## config.mk

```make
export PLATFORM = sky130hd
export DESIGN_NAME = ddc_decoder
export DESIGN_NICKNAME = d
export VERILOG_FILES = /design/src/ddc_pin_sync.v /design/src/ddc_decoder.v
export VERILOG_INCLUDE_DIRS = /design/src
export SDC_FILE = /design/constraint.sdc
export NUM_CORES = 1
export LEC_CHECK = 0
export BUFFER_PORTS_ARGS = -buffer_cell sky130_fd_sc_hd__clkbuf_2
export CORE_AREA = 10 10 134 136
export DETAILED_ROUTE_END_ITERATION = 10
export DIE_AREA = 0 0 144 146
export GPL_TIMING_DRIVEN = 0
export REMOVE_ABC_BUFFERS = 1
export SYNTH_ARGS = -nofsm -noshare
export SYNTH_HDL_FRONTEND = slang
export SYNTH_HIERARCHICAL = 1
export SYNTH_SLANG_ARGS = --single-unit
```

## constraint.sdc

```tcl
create_clock -name clk -period 4.4 [get_ports clk]
set_input_delay 0.66 -clock clk [delete_from_list [all_inputs] [get_ports clk]]
set_output_delay 0.66 -clock clk [all_outputs]
set_load 0.01 [all_outputs]
```

## src/ddc_defs.vh

```
// constants shared by the command decoder files
`ifndef DDC_DEFS_VH
`define DDC_DEFS_VH

// decoded command codes on cmd_code
`define DDC_CMD_NONE       4'h0
`define DDC_CMD_MRS        4'h1
`define DDC_CMD_REF        4'h2
`define DDC_CMD_SRE        4'h3
`define DDC_CMD_SRX        4'h4
`define DDC_CMD_PRE        4'h5
`define DDC_CMD_PREA       4'h6
`define DDC_CMD_ACT        4'h7
`define DDC_CMD_WR         4'h8
`define DDC_CMD_RD         4'h9
`define DDC_CMD_NOP        4'hA
`define DDC_CMD_PDE        4'hB
`define DDC_CMD_PDX        4'hC
`define DDC_CMD_ZQCL       4'hD
`define DDC_CMD_ZQCS       4'hE

// strobe patterns {ras_n, cas_n, we_n} with act_n high
`define DDC_SIG_MRS        3'h0
`define DDC_SIG_REF        3'h1
`define DDC_SIG_PRE        3'h2
`define DDC_SIG_RFU        3'h3
`define DDC_SIG_WR         3'h4
`define DDC_SIG_RD         3'h5
`define DDC_SIG_ZQ         3'h6
`define DDC_SIG_NOP        3'h7

// mode register select that holds the reference settings
`define DDC_MR_VREF        3'h6
// reference field positions in the opcode
`define DDC_VREF_EN_BIT    7
`define DDC_VREF_RANGE_BIT 6
`define DDC_VREF_VAL_HI    5
`define DDC_VREF_VAL_LO    0
// highest legal reference step: fifty steps, 0 to 49
`define DDC_VREF_STEP_MAX  6'h31

// address bits that carry burst chop and auto precharge
`define DDC_BC_BIT         12
`define DDC_AP_BIT         10

// link clock edges a burst occupies (eight beats, double rate)
`define DDC_BURST_CLKS     3'h4

// width of the sampled pin bundle
`define DDC_PIN_W          27

`endif

```

## src/ddc_pin_sync.v

```verilog
// three-stage pin synchroniser with agreement filter
`timescale 1ns/10ps
`default_nettype none

module ddc_pin_sync #(
    parameter W = 1
) (
    // clock and reset
    input  wire         clk,
    input  wire         rst_n,
    // raw pins and filtered copy
    input  wire [W-1:0] d,
    output wire [W-1:0] q
);

    reg [W-1:0] s1_r;   // metastable stage, read only by s2_r
    reg [W-1:0] s2_r;   // second stage
    reg [W-1:0] s3_r;   // third stage
    reg [W-1:0] q_r;    // accepted value

    // a bit changes only once stages two and three agree
    always @(posedge clk or negedge rst_n) begin
        if (!rst_n) begin
            s1_r <= {W{1'b0}};
            s2_r <= {W{1'b0}};
            s3_r <= {W{1'b0}};
            q_r  <= {W{1'b0}};
        end else begin
            s1_r <= d;
            s2_r <= s1_r;
            s3_r <= s2_r;
            q_r  <= (s2_r & s3_r) | (q_r & (s2_r ^ s3_r));
        end
    end

    assign q = q_r;

endmodule // ddc_pin_sync

`default_nettype wire

```

## src/ddc_decoder.v

```verilog
// command decoder: samples command pins on the link clock's rising edge
`timescale 1ns/10ps
`default_nettype none
`include "ddc_defs.vh"

// How it works
// - decode only cs, act, three strobes, cke, plus a10 to split pre/prea and zqcs/zqcl, and a12 for the otf chop
// - act low turns strobes into row bits
// - mode writes: bank bits pick register, address opcode
// - bit 17 reserved, never taken as opcode
// - bursts run whole, mode picks fixed or otf
// - otf: chop low gives four, ap precharges
// - self refresh exit taken synchronously here
// - odt ignored in decode, off from the second clk of self refresh
// - no refresh issued while powered down
// - reset low acts asynchronously
// - don't-care pins are ignored
// - reference value has fifty steps
// - range bit chooses between two reference ranges
// - deselect takes no command, work continues
// - undefined commands flagged illegal
module ddc_decoder (
    // system clock and asynchronous reset
    input  wire        clk,
    input  wire        reset_n,
    // link pins, asynchronous to clk
    input  wire        ck_pin,
    input  wire        cke,
    input  wire        cs_n,
    input  wire        act_n,
    input  wire        ras_n_a16,
    input  wire        cas_n_a15,
    input  wire        we_n_a14,
    input  wire        odt,
    input  wire        a17,
    input  wire [1:0]  bg,
    input  wire [1:0]  ba,
    input  wire [13:0] addr,
    // burst configuration
    input  wire        burst_otf_en,
    input  wire        burst_fixed_bc4,
    // decoded command
    output reg         cmd_valid_r,
    output reg  [3:0]  cmd_code_r,
    output reg         cmd_illegal_r,
    output reg  [1:0]  bank_group_r,
    output reg  [1:0]  bank_r,
    output reg  [17:0] row_addr_r,
    output reg  [13:0] col_or_op_r,
    output reg  [2:0]  mr_sel_r,
    output reg         burst_chop_r,
    output reg         auto_pre_r,
    output reg         refresh_go_r,
    // device state
    output reg         self_refresh_r,
    output reg         power_down_r,
    output reg         burst_busy_r,
    output reg         odt_active_r,
    // reference settings
    output reg         vref_cal_en_r,
    output reg         vref_range_r,
    output reg  [5:0]  vref_value_r,
    output reg         vref_step_bad_r
);

    ////////////////////////////////////////////////////////////////////
    // reset release and pin sampling

    reg  [1:0]               rst_sync_r;    // reset release chain
    wire                     rst_n;         // synchronised reset
    wire [`DDC_PIN_W-1:0]    pins;          // filtered pins

    // assert asynchronously, release through two flops
    always @(posedge clk or negedge reset_n) begin
        if (!reset_n) begin
            rst_sync_r <= 2'h0;
        end else begin
            rst_sync_r <= {rst_sync_r[0], 1'b1};
        end
    end
    assign rst_n = rst_sync_r[1];

    ddc_pin_sync #(
        .W (`DDC_PIN_W)
    ) u_sync (
        .clk   (clk),
        .rst_n (rst_n),
        .d     ({ck_pin, cke, cs_n, act_n, ras_n_a16, cas_n_a15, we_n_a14,
                 odt, a17, bg, ba, addr}),
        .q     (pins)
    );

    // unpacked view; all pins pass the same filter so they line up
    wire        s_ck   = pins[26];
    wire        s_cke  = pins[25];
    wire        s_cs_n = pins[24];
    wire        s_act  = pins[23];
    wire [2:0]  s_sig  = pins[22:20];      // ras, cas, we
    wire        s_odt  = pins[19];
    wire        s_a17  = pins[18];
    wire [1:0]  s_bg   = pins[17:16];
    wire [1:0]  s_ba   = pins[15:14];
    wire [13:0] s_addr = pins[13:0];

    ////////////////////////////////////////////////////////////////////
    // link clock edge and cke history

    reg ck_d_r;     // previous filtered link clock
    reg cke_prev_r; // cke at the previous link edge
    wire ck_rise = s_ck & ~ck_d_r;

    always @(posedge clk or negedge rst_n) begin
        if (!rst_n) begin
            ck_d_r     <= 1'b0;
            cke_prev_r <= 1'b0;
        end else begin
            ck_d_r <= s_ck;
            if (ck_rise) begin
                cke_prev_r <= s_cke;
            end
        end
    end

    ////////////////////////////////////////////////////////////////////
    // device state, one-hot

    localparam [2:0] ST_ACTIVE = 3'h1;  // normal command state
    localparam [2:0] ST_PDOWN  = 3'h2;  // power-down
    localparam [2:0] ST_SREF   = 3'h4;  // self refresh

    reg [2:0]  state_r;
    reg [2:0]  state_nxt;
    reg [3:0]  code_nxt;   // command found this edge
    reg        ill_nxt;    // undefined combination seen
    reg        burst_nxt;  // chop decision for read or write

    // decode is fed by the pins, the previous cke, the state and the burst configuration inputs
    always @* begin
        state_nxt = state_r;
        code_nxt  = `DDC_CMD_NONE;
        ill_nxt   = 1'b0;
        burst_nxt = burst_fixed_bc4;
        if (burst_otf_en) begin
            burst_nxt = ~s_addr[`DDC_BC_BIT];
        end
        case (state_r)
            ST_SREF: begin
                // exit sensed on the clock edge; deselect or nop legal
                if (!cke_prev_r && s_cke) begin
                    if (s_cs_n || (!s_act && 1'b0) ||
                        (s_act && s_sig == `DDC_SIG_NOP)) begin
                        code_nxt  = `DDC_CMD_SRX;
                        state_nxt = ST_ACTIVE;
                    end else begin
                        ill_nxt = 1'b1;
                    end
                end
            end
            ST_PDOWN: begin
                // pins other than cke and cs are don't-care here
                if (s_cke) begin
                    if (s_cs_n) begin
                        code_nxt  = `DDC_CMD_PDX;
                        state_nxt = ST_ACTIVE;
                    end else begin
                        ill_nxt = 1'b1;
                    end
                end
            end
            ST_ACTIVE: begin
                if (!s_cke) begin
                    if (s_cs_n) begin
                        code_nxt  = `DDC_CMD_PDE;
                        state_nxt = ST_PDOWN;
                    end else if (s_act && s_sig == `DDC_SIG_REF) begin
                        code_nxt  = `DDC_CMD_SRE;
                        state_nxt = ST_SREF;
                    end else begin
                        ill_nxt = 1'b1;
                    end
                end else if (!s_cs_n) begin
                    // deselect leaves code at none
                    if (!s_act) begin
                        code_nxt = `DDC_CMD_ACT;
                    end else begin
                        case (s_sig)
                            `DDC_SIG_MRS: code_nxt = `DDC_CMD_MRS;
                            `DDC_SIG_REF: code_nxt = `DDC_CMD_REF;
                            `DDC_SIG_PRE: code_nxt = s_addr[`DDC_AP_BIT] ?
                                `DDC_CMD_PREA : `DDC_CMD_PRE;
                            `DDC_SIG_WR:  code_nxt = `DDC_CMD_WR;
                            `DDC_SIG_RD:  code_nxt = `DDC_CMD_RD;
                            `DDC_SIG_ZQ:  code_nxt = s_addr[`DDC_AP_BIT] ?
                                `DDC_CMD_ZQCL : `DDC_CMD_ZQCS;
                            `DDC_SIG_NOP: code_nxt = `DDC_CMD_NOP;
                            default:      ill_nxt  = 1'b1;
                        endcase
                    end
                end
            end
            default: begin
                state_nxt = ST_ACTIVE;
                ill_nxt   = 1'b1;
            end
        endcase
    end

    ////////////////////////////////////////////////////////////////////
    // registered command outputs, updated once per link edge

    reg [2:0] burst_cnt_r;  // link edges left in current burst
    wire      is_rw = (code_nxt == `DDC_CMD_WR) || (code_nxt == `DDC_CMD_RD);

    always @(posedge clk or negedge rst_n) begin
        if (!rst_n) begin
            state_r         <= ST_ACTIVE;
            cmd_valid_r     <= 1'b0;
            cmd_code_r      <= `DDC_CMD_NONE;
            cmd_illegal_r   <= 1'b0;
            bank_group_r    <= 2'h0;
            bank_r          <= 2'h0;
            row_addr_r      <= 18'h00000;
            col_or_op_r     <= 14'h0000;
            mr_sel_r        <= 3'h0;
            burst_chop_r    <= 1'b0;
            auto_pre_r      <= 1'b0;
            refresh_go_r    <= 1'b0;
            burst_cnt_r     <= 3'h0;
            burst_busy_r    <= 1'b0;
            self_refresh_r  <= 1'b0;
            power_down_r    <= 1'b0;
            odt_active_r    <= 1'b0;
            vref_cal_en_r   <= 1'b0;
            vref_range_r    <= 1'b0;
            vref_value_r    <= 6'h00;
            vref_step_bad_r <= 1'b0;
        end else begin
            // strobes last one clk cycle
            cmd_valid_r   <= 1'b0;
            cmd_illegal_r <= 1'b0;
            refresh_go_r  <= 1'b0;
            // odt has no say in decode and is dead from the second clk of self refresh
            odt_active_r  <= s_odt & ~self_refresh_r;
            if (ck_rise) begin
                state_r        <= state_nxt;
                self_refresh_r <= (state_nxt == ST_SREF);
                power_down_r   <= (state_nxt == ST_PDOWN);
                cmd_illegal_r  <= ill_nxt;
                // every read or write restarts the count, so a burst that
                // follows another back to back is tracked to its own end
                if (is_rw) begin
                    burst_cnt_r <= `DDC_BURST_CLKS - 3'h1;
                end else if (burst_cnt_r != 3'h0) begin
                    burst_cnt_r <= burst_cnt_r - 3'h1;
                end
                // busy over the command edge and the three edges after it
                burst_busy_r <= (is_rw || burst_cnt_r != 3'h0);
                if (code_nxt != `DDC_CMD_NONE) begin
                    cmd_valid_r  <= 1'b1;
                    cmd_code_r   <= code_nxt;
                    bank_group_r <= s_bg;
                    bank_r       <= s_ba;
                    col_or_op_r  <= s_addr;
                    row_addr_r   <= {s_a17, s_sig, s_addr};
                    mr_sel_r     <= {s_bg[0], s_ba};
                    burst_chop_r <= is_rw & burst_nxt;
                    auto_pre_r   <= is_rw & s_addr[`DDC_AP_BIT];
                end
                // refresh engine only runs from the active state
                if (code_nxt == `DDC_CMD_REF && state_r == ST_ACTIVE) begin
                    refresh_go_r <= 1'b1;
                end
                // opcode taken from a13..a0; bit 17 left out
                if (code_nxt == `DDC_CMD_MRS &&
                    {s_bg[0], s_ba} == `DDC_MR_VREF) begin
                    vref_cal_en_r   <= s_addr[`DDC_VREF_EN_BIT];
                    vref_range_r    <= s_addr[`DDC_VREF_RANGE_BIT];
                    vref_value_r    <= s_addr[`DDC_VREF_VAL_HI:`DDC_VREF_VAL_LO];
                    vref_step_bad_r <= (s_addr[`DDC_VREF_VAL_HI:`DDC_VREF_VAL_LO]
                                        > `DDC_VREF_STEP_MAX);
                end
            end
        end
    end

endmodule // ddc_decoder

`default_nettype wire

```

==> results of run 1 <==
-- metal layers --
layer,track usage,vias to the layer above
met5,0,-
met4,0.0567,0
met3,0.0352,20
met2,0.160,65
met1,0.134,1616
li1,-,1495
-- cells in the mapped netlist (2+ instances only) --
| cell | number | area share |
|---|---|---|
| ha_1 | 29 | 0.061 |
| nor3_1 | 4 | 0.0033 |
| nor2b_1 | 6 | 0.0063 |
| nor2_1 | 8 | 0.0050 |
| xnor2_1 | 2 | 0.0029 |
| nand2_1 | 21 | 0.013 |
| mux2_4 | 17 | 0.043 |
| or2_1 | 2 | 0.0021 |
| mux2_2 | 2 | 0.0038 |
| mux2i_1 | 2 | 0.0033 |
| o21ai_0 | 8 | 0.0067 |
| a21o_1 | 31 | 0.039 |
| a211oi_1 | 4 | 0.0050 |
| a21oi_1 | 8 | 0.0067 |
| mux2_1 | 13 | 0.024 |
| a211oi_4 | 2 | 0.0067 |
| inv_1 | 7 | 0.0044 |
| dfrtp_1 | 161 | 0.67 |
| clkbuf_1 | 2 | 0.0013 |
| nand2b_1 | 7 | 0.0073 |
| o21ai_1 | 3 | 0.0025 |
| buf_4 | 19 | 0.024 |
-- critical path: cells and delay by family, from the launching register on --
kind            cells  cell delay [ns]
compound gates      2             0.39
flops               1             0.56
mux                 1             0.36
simple gates        3             1.02
-- cells in the final DEF, fill, tap and decap left out, types with 4 or more instances in the layout --
| master | netlist | routed |
|---|---|---|
| mux2_4 | 17 | 17 |
| dfrtp_1 | 161 | 160 |
| nor2_1 | 8 | 8 |
| ha_1 | 29 | 29 |
| mux2_1 | 13 | 13 |
| a211oi_1 | 4 | 4 |
| nand2_1 | 21 | 21 |
| a21oi_1 | 8 | 8 |
| a21o_1 | 31 | 31 |
| clkbuf_16 | 0 | 17 |
| nor2b_1 | 6 | 6 |
| clkbuf_1 | 2 | 4 |
| nand2b_1 | 7 | 7 |
| clkinv_2 | 0 | 4 |
| nor3_1 | 4 | 4 |
| clkbuf_2 | 0 | 91 |
| o21ai_0 | 8 | 8 |
| inv_1 | 7 | 7 |
-- cell type report --
| class | count | share of cell area |
|---|---|---|
| multi-input combinational | 192 | 0.238 |
| clock inverter | 9 | 0.0179 |
| inverter | 7 | 0.00368 |
| tap | 192 | 0.0337 |
| timing repair buffer | 94 | 0.0729 |
| sequential | 162 | 0.569 |
| clock buffer | 23 | 0.0656 |
-- how the worst max path moves through the flow --
stage	to	slack, ns	cells past startpoint
after detailed placement	bank_group_r[0]	1.92	6
after global placement	u_sync/q[5]	-2.03	0
after global routing	row_addr_r[17]	1.72	6
after CTS	bank_group_r[0]	1.89	6
final	row_addr_r[15]	1.91	6
after floorplan	auto_pre_r	-0.45	0
-- kinds of logic (layout without fill, tap and decap cells) --
logic type      count (synthesis)  in the layout  synth area share
compound gates                 66             66            0.0841
xor+xnor                        2              2           0.00293
fa+ha+maj                      29             29            0.0607
buf+inv                        32            133            0.0381
flops                         162            162             0.678
mux                            34             34            0.0743
other cells                     1              1          0.000627
simple gates                   60             60            0.0611
-- power groups by stage --
stage	clock, mW	sequential [mW]	combinational (mW)
3_5_place_dp	0	1.96	0.971
5_1_grt	1.59	1.98	1.05
6_report	1.48	1.94	0.953
2_1_floorplan	0	2.05	0.479
4_1_cts	1.53	1.94	0.978
3_3_place_gp	0	1.97	0.931
-- flip-flops by register name, summed over array words and instances (netlist names), 2 cells and up --
register,cells
bank_group_r,2
cmd_code_r,4
vref_value_r,6
rst_sync_r,2
u_sync/s3_r,27
state_r,3
u_sync/s2_r,27
burst_cnt_r,3
u_sync/s1_r,27
row_addr_r,18
u_sync/q,27
-- through the flow --
| step | hold slack, ns | cells | setup TNS [ns] | power [mW] | util |
|---|---|---|---|---|---|
| 4_1_cts | 0.322 | 679 | 0 | 4.44 | 0.461 |
| 3_3_place_gp | 0.332 | 644 | -320.97 | 2.90 | 0.418 |
| 5_1_grt | 0.324 | 679 | 0 | 4.62 | 0.461 |
| 6_report | 0.341 | 679 | 0 | 4.37 | 0.461 |
| 2_1_floorplan | 0.331 | 361 | -70.98 | 2.52 | - |
| 3_5_place_dp | 0.335 | 646 | 0 | 2.94 | 0.422 |
==> qor.csv, run 1 <==
metric,value,unit
status,finished clean,
p_int,3.14,mW
ys_types,50,
routed.top_layer,met4,
ys_warn_count,6,
fin_crit,2.49,ns
root_buffer,clkbuf_16,
worstSetupEndpointType,register,
cp_max_fo,26,
die_w,144,um
placed_cell_area,6530,sq um
num_antenna_cells,0,
fin_crit_sh,0.567,
synth_cells,386,
wl_met3,523,um
dieArea,21000,sq um
yosysSeqAreaShare,0.678,
synth-edff-count,0,
antenna_found_initial,0,
worstHoldPathType,register to asynchronous set/reset pin,
routabilityCongestion,0.773,
synth_area_per_cell,15.5,sq um
overflow,0,
fin_area,7140,sq um
tightest_slew,0.708,ns
regArea,4060,sq um
die_y,146,um
power_leakage,3.64,nW
antenna_left,0,
io_buffers,91,
start_util,0.386,
wl_met1,4710,um
report.final.slew_viol_count,0,
grt_pass1_vias,3434,
worstReg2RegStart,u_sync/q[20],
ir_drop,0.000365,V
routedWlPerCell,15.3,um
hold_viol_final,0,
cp_cell_sequence,"nor4bb_4, o211ai_2, a21oi_1, nand2_1, nand2_8, mux2_1",
pwr-share-seq,0.443,
cp.required,4.70,ns
r2r_cells,6,
design.core.area,15500,sq um
drc,0,
combinationalPowerShare,0.218,
hold_buffers,1,
slew_headroom,0.527,
fmax,0.401,GHz
insertion_delay,0.42,ns
cts-buffers-inserted,17,
htreeDepth,4,
grt_pass1_wl,17600,um
dr.pass1.iters,4,
post_cts_resized,0,
cts_tree,built,
arrival,2.79,ns
path_class,register to register,
clockPowerShare,0.339,
worst_path_largest_cell_delay,0.56,ns
multiInputGateArea,1700,sq um
powerDensity,612,nW/um^2
first_iter_violations,163,
synth_ff_type,dfrtp_1,
power.switching,1.23,mW
fin_ws,1.91,ns
path_clk_slew,0.06,ns
vias,3196,
async_flop_share,1.00,
cts.sinks,162,
fin_skew,0.00794,ns
via_per_inst,4.71,
setup.worst_path.start,u_sync/q[20],
synth_seq_cells,162,
syn-cell-area,5980,sq um
cpMaxStageDelayCell,dfrtp_1,
wl_met2,4920,um
ios,92,
clk_path_buf_depth,2,
drt_wl_total,10400,um
setup_viol,0,
r2r_setup_slack,1.91,ns
num_rows,46,
drv_cap,0,
dp_slack,1.92,ns
rsz0062_at_grt,no,
drive_above_1_share,0.316,
grt_util_all_layers,0.107,
finalNetCount,534,
dp_hpwl,7190,um
cp-start-kind,register,
fillers,1354,
grt_max_degree,66,
switching_share,0.282,
r2r-end,row_addr_r[15],
post-cts-setup-buffers,0,
syn2layout_area_growth,19.4,%
Power figures use the tool's default switching activity.
==> run 2, diff against run 1 <==
clock period = 2.21 ns   (was 4.4 ns; I/O delays follow)
==> qor.csv, run 2 (same netlist as run 1, synthesis figures left out) <==
metric,value,unit,change
status,finished clean,,
drt_wl_total,11700,um,+12%
grt_pass1_wl,19200,um,+9.2%
die_y,146,um,unchanged
fin_crit_sh,0.979,,+0.412
powerDensity,1200,nW/um^2,+96%
use_met2,0.179,,+0.0191
grt_pass1_vias,3677,,+7.1%
fmax,0.462,GHz,+15%
antenna_found_initial,0,,unchanged
design.core.area,15500,sq um,unchanged
fin_skew,0.00809,ns,+0.000145 ns
rsz0062_at_grt,yes,,
fin_crit,2.16,ns,-0.331 ns
met3_usage,0.0352,,unchanged
setup_viol,0,,unchanged
antenna_left,0,,unchanged
fin_tns_setup,0,ns,unchanged
drc,0,,unchanged
start_util,0.386,,unchanged
final_common_cell,dfrtp_1,,
r2r-end,row_addr_r[15],,
hold_viol_final,0,,unchanged
cp.required,2.51,ns,-2.19 ns
worstSetupEndpointType,register,,
cts-buffers-inserted,17,,unchanged
min-delay-start,ck_pin,,
vias,3403,,+6.5%
num_antenna_cells,0,,unchanged
routabilityCongestion,0.773,,unchanged
grt-busiest-layer,met2,,
drive_above_1_share,0.383,,+0.0672
dr.pass1.iters,4,,unchanged
r2r_cells,9,,+3
dp_hpwl,7190,um,unchanged
clk_path_buf_depth,2,,unchanged
total_power,9.27,mW,+110%
path_clk_slew,0.06,ns,about the same
worstHoldPathType,input port to register,,
drv_cap,0,,unchanged
finalNetCount,579,,+8.4%
cp-start-kind,register,,
syn2layout_area_growth,29.4,%,
whs_path_depth,1,,
ios,92,,unchanged
final_cell_count_no_fill,724,,+6.6%
power_leakage,3.95,nW,+8.5%
io_buffers,91,,unchanged
report.final.slew_viol_count,0,,unchanged
tightest_slew,0.851,ns,+0.143 ns
arrival,2.46,ns,-0.33 ns
fillers,1314,,-3.0%
worstReg2RegStart,u_sync/q[22],,
grtUsageMet1,0.150,,+0.0160
cts.sinks,162,,unchanged
layout_common_cells,"dfrtp_1, clkbuf_2, a21o_1, ha_1, mux2_4",,
insertion_delay,0.42,ns,about the same
first_iter_violations,149,,-8.6%
r2r_setup_slack,0.05,ns,-1.86 ns
die_w,144,um,unchanged
overflow,0,,unchanged
fin_ws,0.0462,ns,-1.86 ns
num_rows,46,,unchanged
slew_headroom,0.431,,-0.0955
dp_slack,-0.274,ns,-2.19 ns
cts_tree,built,,
dp.cells,646,,unchanged
min_to,u_sync/s1_r[26],,
root_buffer,clkbuf_16,,
final_core_util,0.500,,+0.0388
grt_max_degree,66,,unchanged
routedWlPerCell,16.1,um,+5.5%
grt_util_all_layers,0.118,,+0.0108
dieArea,21000,sq um,unchanged
via_per_inst,4.70,,-0.14%
path_class,register to register,,
cp_max_fo,7,,-73%
htreeDepth,4,,unchanged
ir_drop,0.000731,V,+100%
## run 2: cell types whose count changed in the layout (fill, tap and decap cells not counted), moves of 2 or more
cell and delta:
buf_12 +5, dfrtp_2 +6, buf_4 +17, mux2_2 -2, dfrtp_1 -6, mux2_4 +11
nand2_8 +2, buf_6 +3, dlygate4sd3_1 +17, mux2_1 -9, a21oi_1 -3, a21oi_2 +3
## run 2: stage by stage
step                      hold WS [ns]  area [sq um]
after floorplan                 0.0359          5780
after global placement           0.117          6470
after detailed placement         0.121          6530
after CTS                     0.000611          7630
after global routing           0.00120          7740
final                           0.0189          7740
## run 2: layout make-up
class	count	area (sq um)	share of cell area
clock inverter	9	128	0.0165
sequential	162	4070	0.525
inverter	7	26.3	0.00340
tap	192	240	0.0310
clock buffer	23	468	0.0605
timing repair buffer	136	952	0.123
multi-input combinational	195	1860	0.240
## run 2: worst max-delay path by stage
| stage | start | slack [ns] | cells past startpoint | endpoint |
|---|---|---|---|---|
| 2_1_floorplan | rst_sync_r[1] | -2.64 | 0 | auto_pre_r |
| 3_3_place_gp | rst_sync_r[1] | -4.22 | 0 | u_sync/q[5] |
| 3_5_place_dp | u_sync/q[20] | -0.27 | 6 | bank_group_r[0] |
| 4_1_cts | u_sync/q[20] | 0.0001 | 8 | row_addr_r[15] |
| 5_1_grt | u_sync/q[22] | -0.06 | 8 | bank_group_r[0] |
| 6_report | u_sync/q[22] | 0.05 | 9 | row_addr_r[15] |
## run 2: metal layers
metal	vias to the layer above	wire length, um
met5	-	0
met1	1729	5280
met3	15	535
li1	1595	-
met2	64	5670
met4	0	193
## run 2: power breakdown
group	internal, mW	leakage (nW)	total, mW	switching [mW]
clock network	1.84	0.295	2.96	1.12
registers	3.47	1.95	3.86	0.387
logic	1.31	1.70	2.46	1.15
total	6.62	3.95	9.27	2.65
## run 2: worst max-delay path, stage by stage (launching register included)
cell and delay, ns:
dfrtp_2 0.46, buf_4 0.18, a211oi_1 0.22, nor2_2 0.09, a211oi_4 0.29, a211oi_4 0.07
buf_12 0.19, buf_12 0.12, nand2_8 0.11, mux2_4 0.32
## run 2: timing repair
item	CTS	global route
endpoints found under the setup margin	36	36
hold buffers	17	1
pin swaps	6	5
cloned	2	1
resized for setup	23	16
endpoints found under the hold margin	18	1
setup buffers	21	4
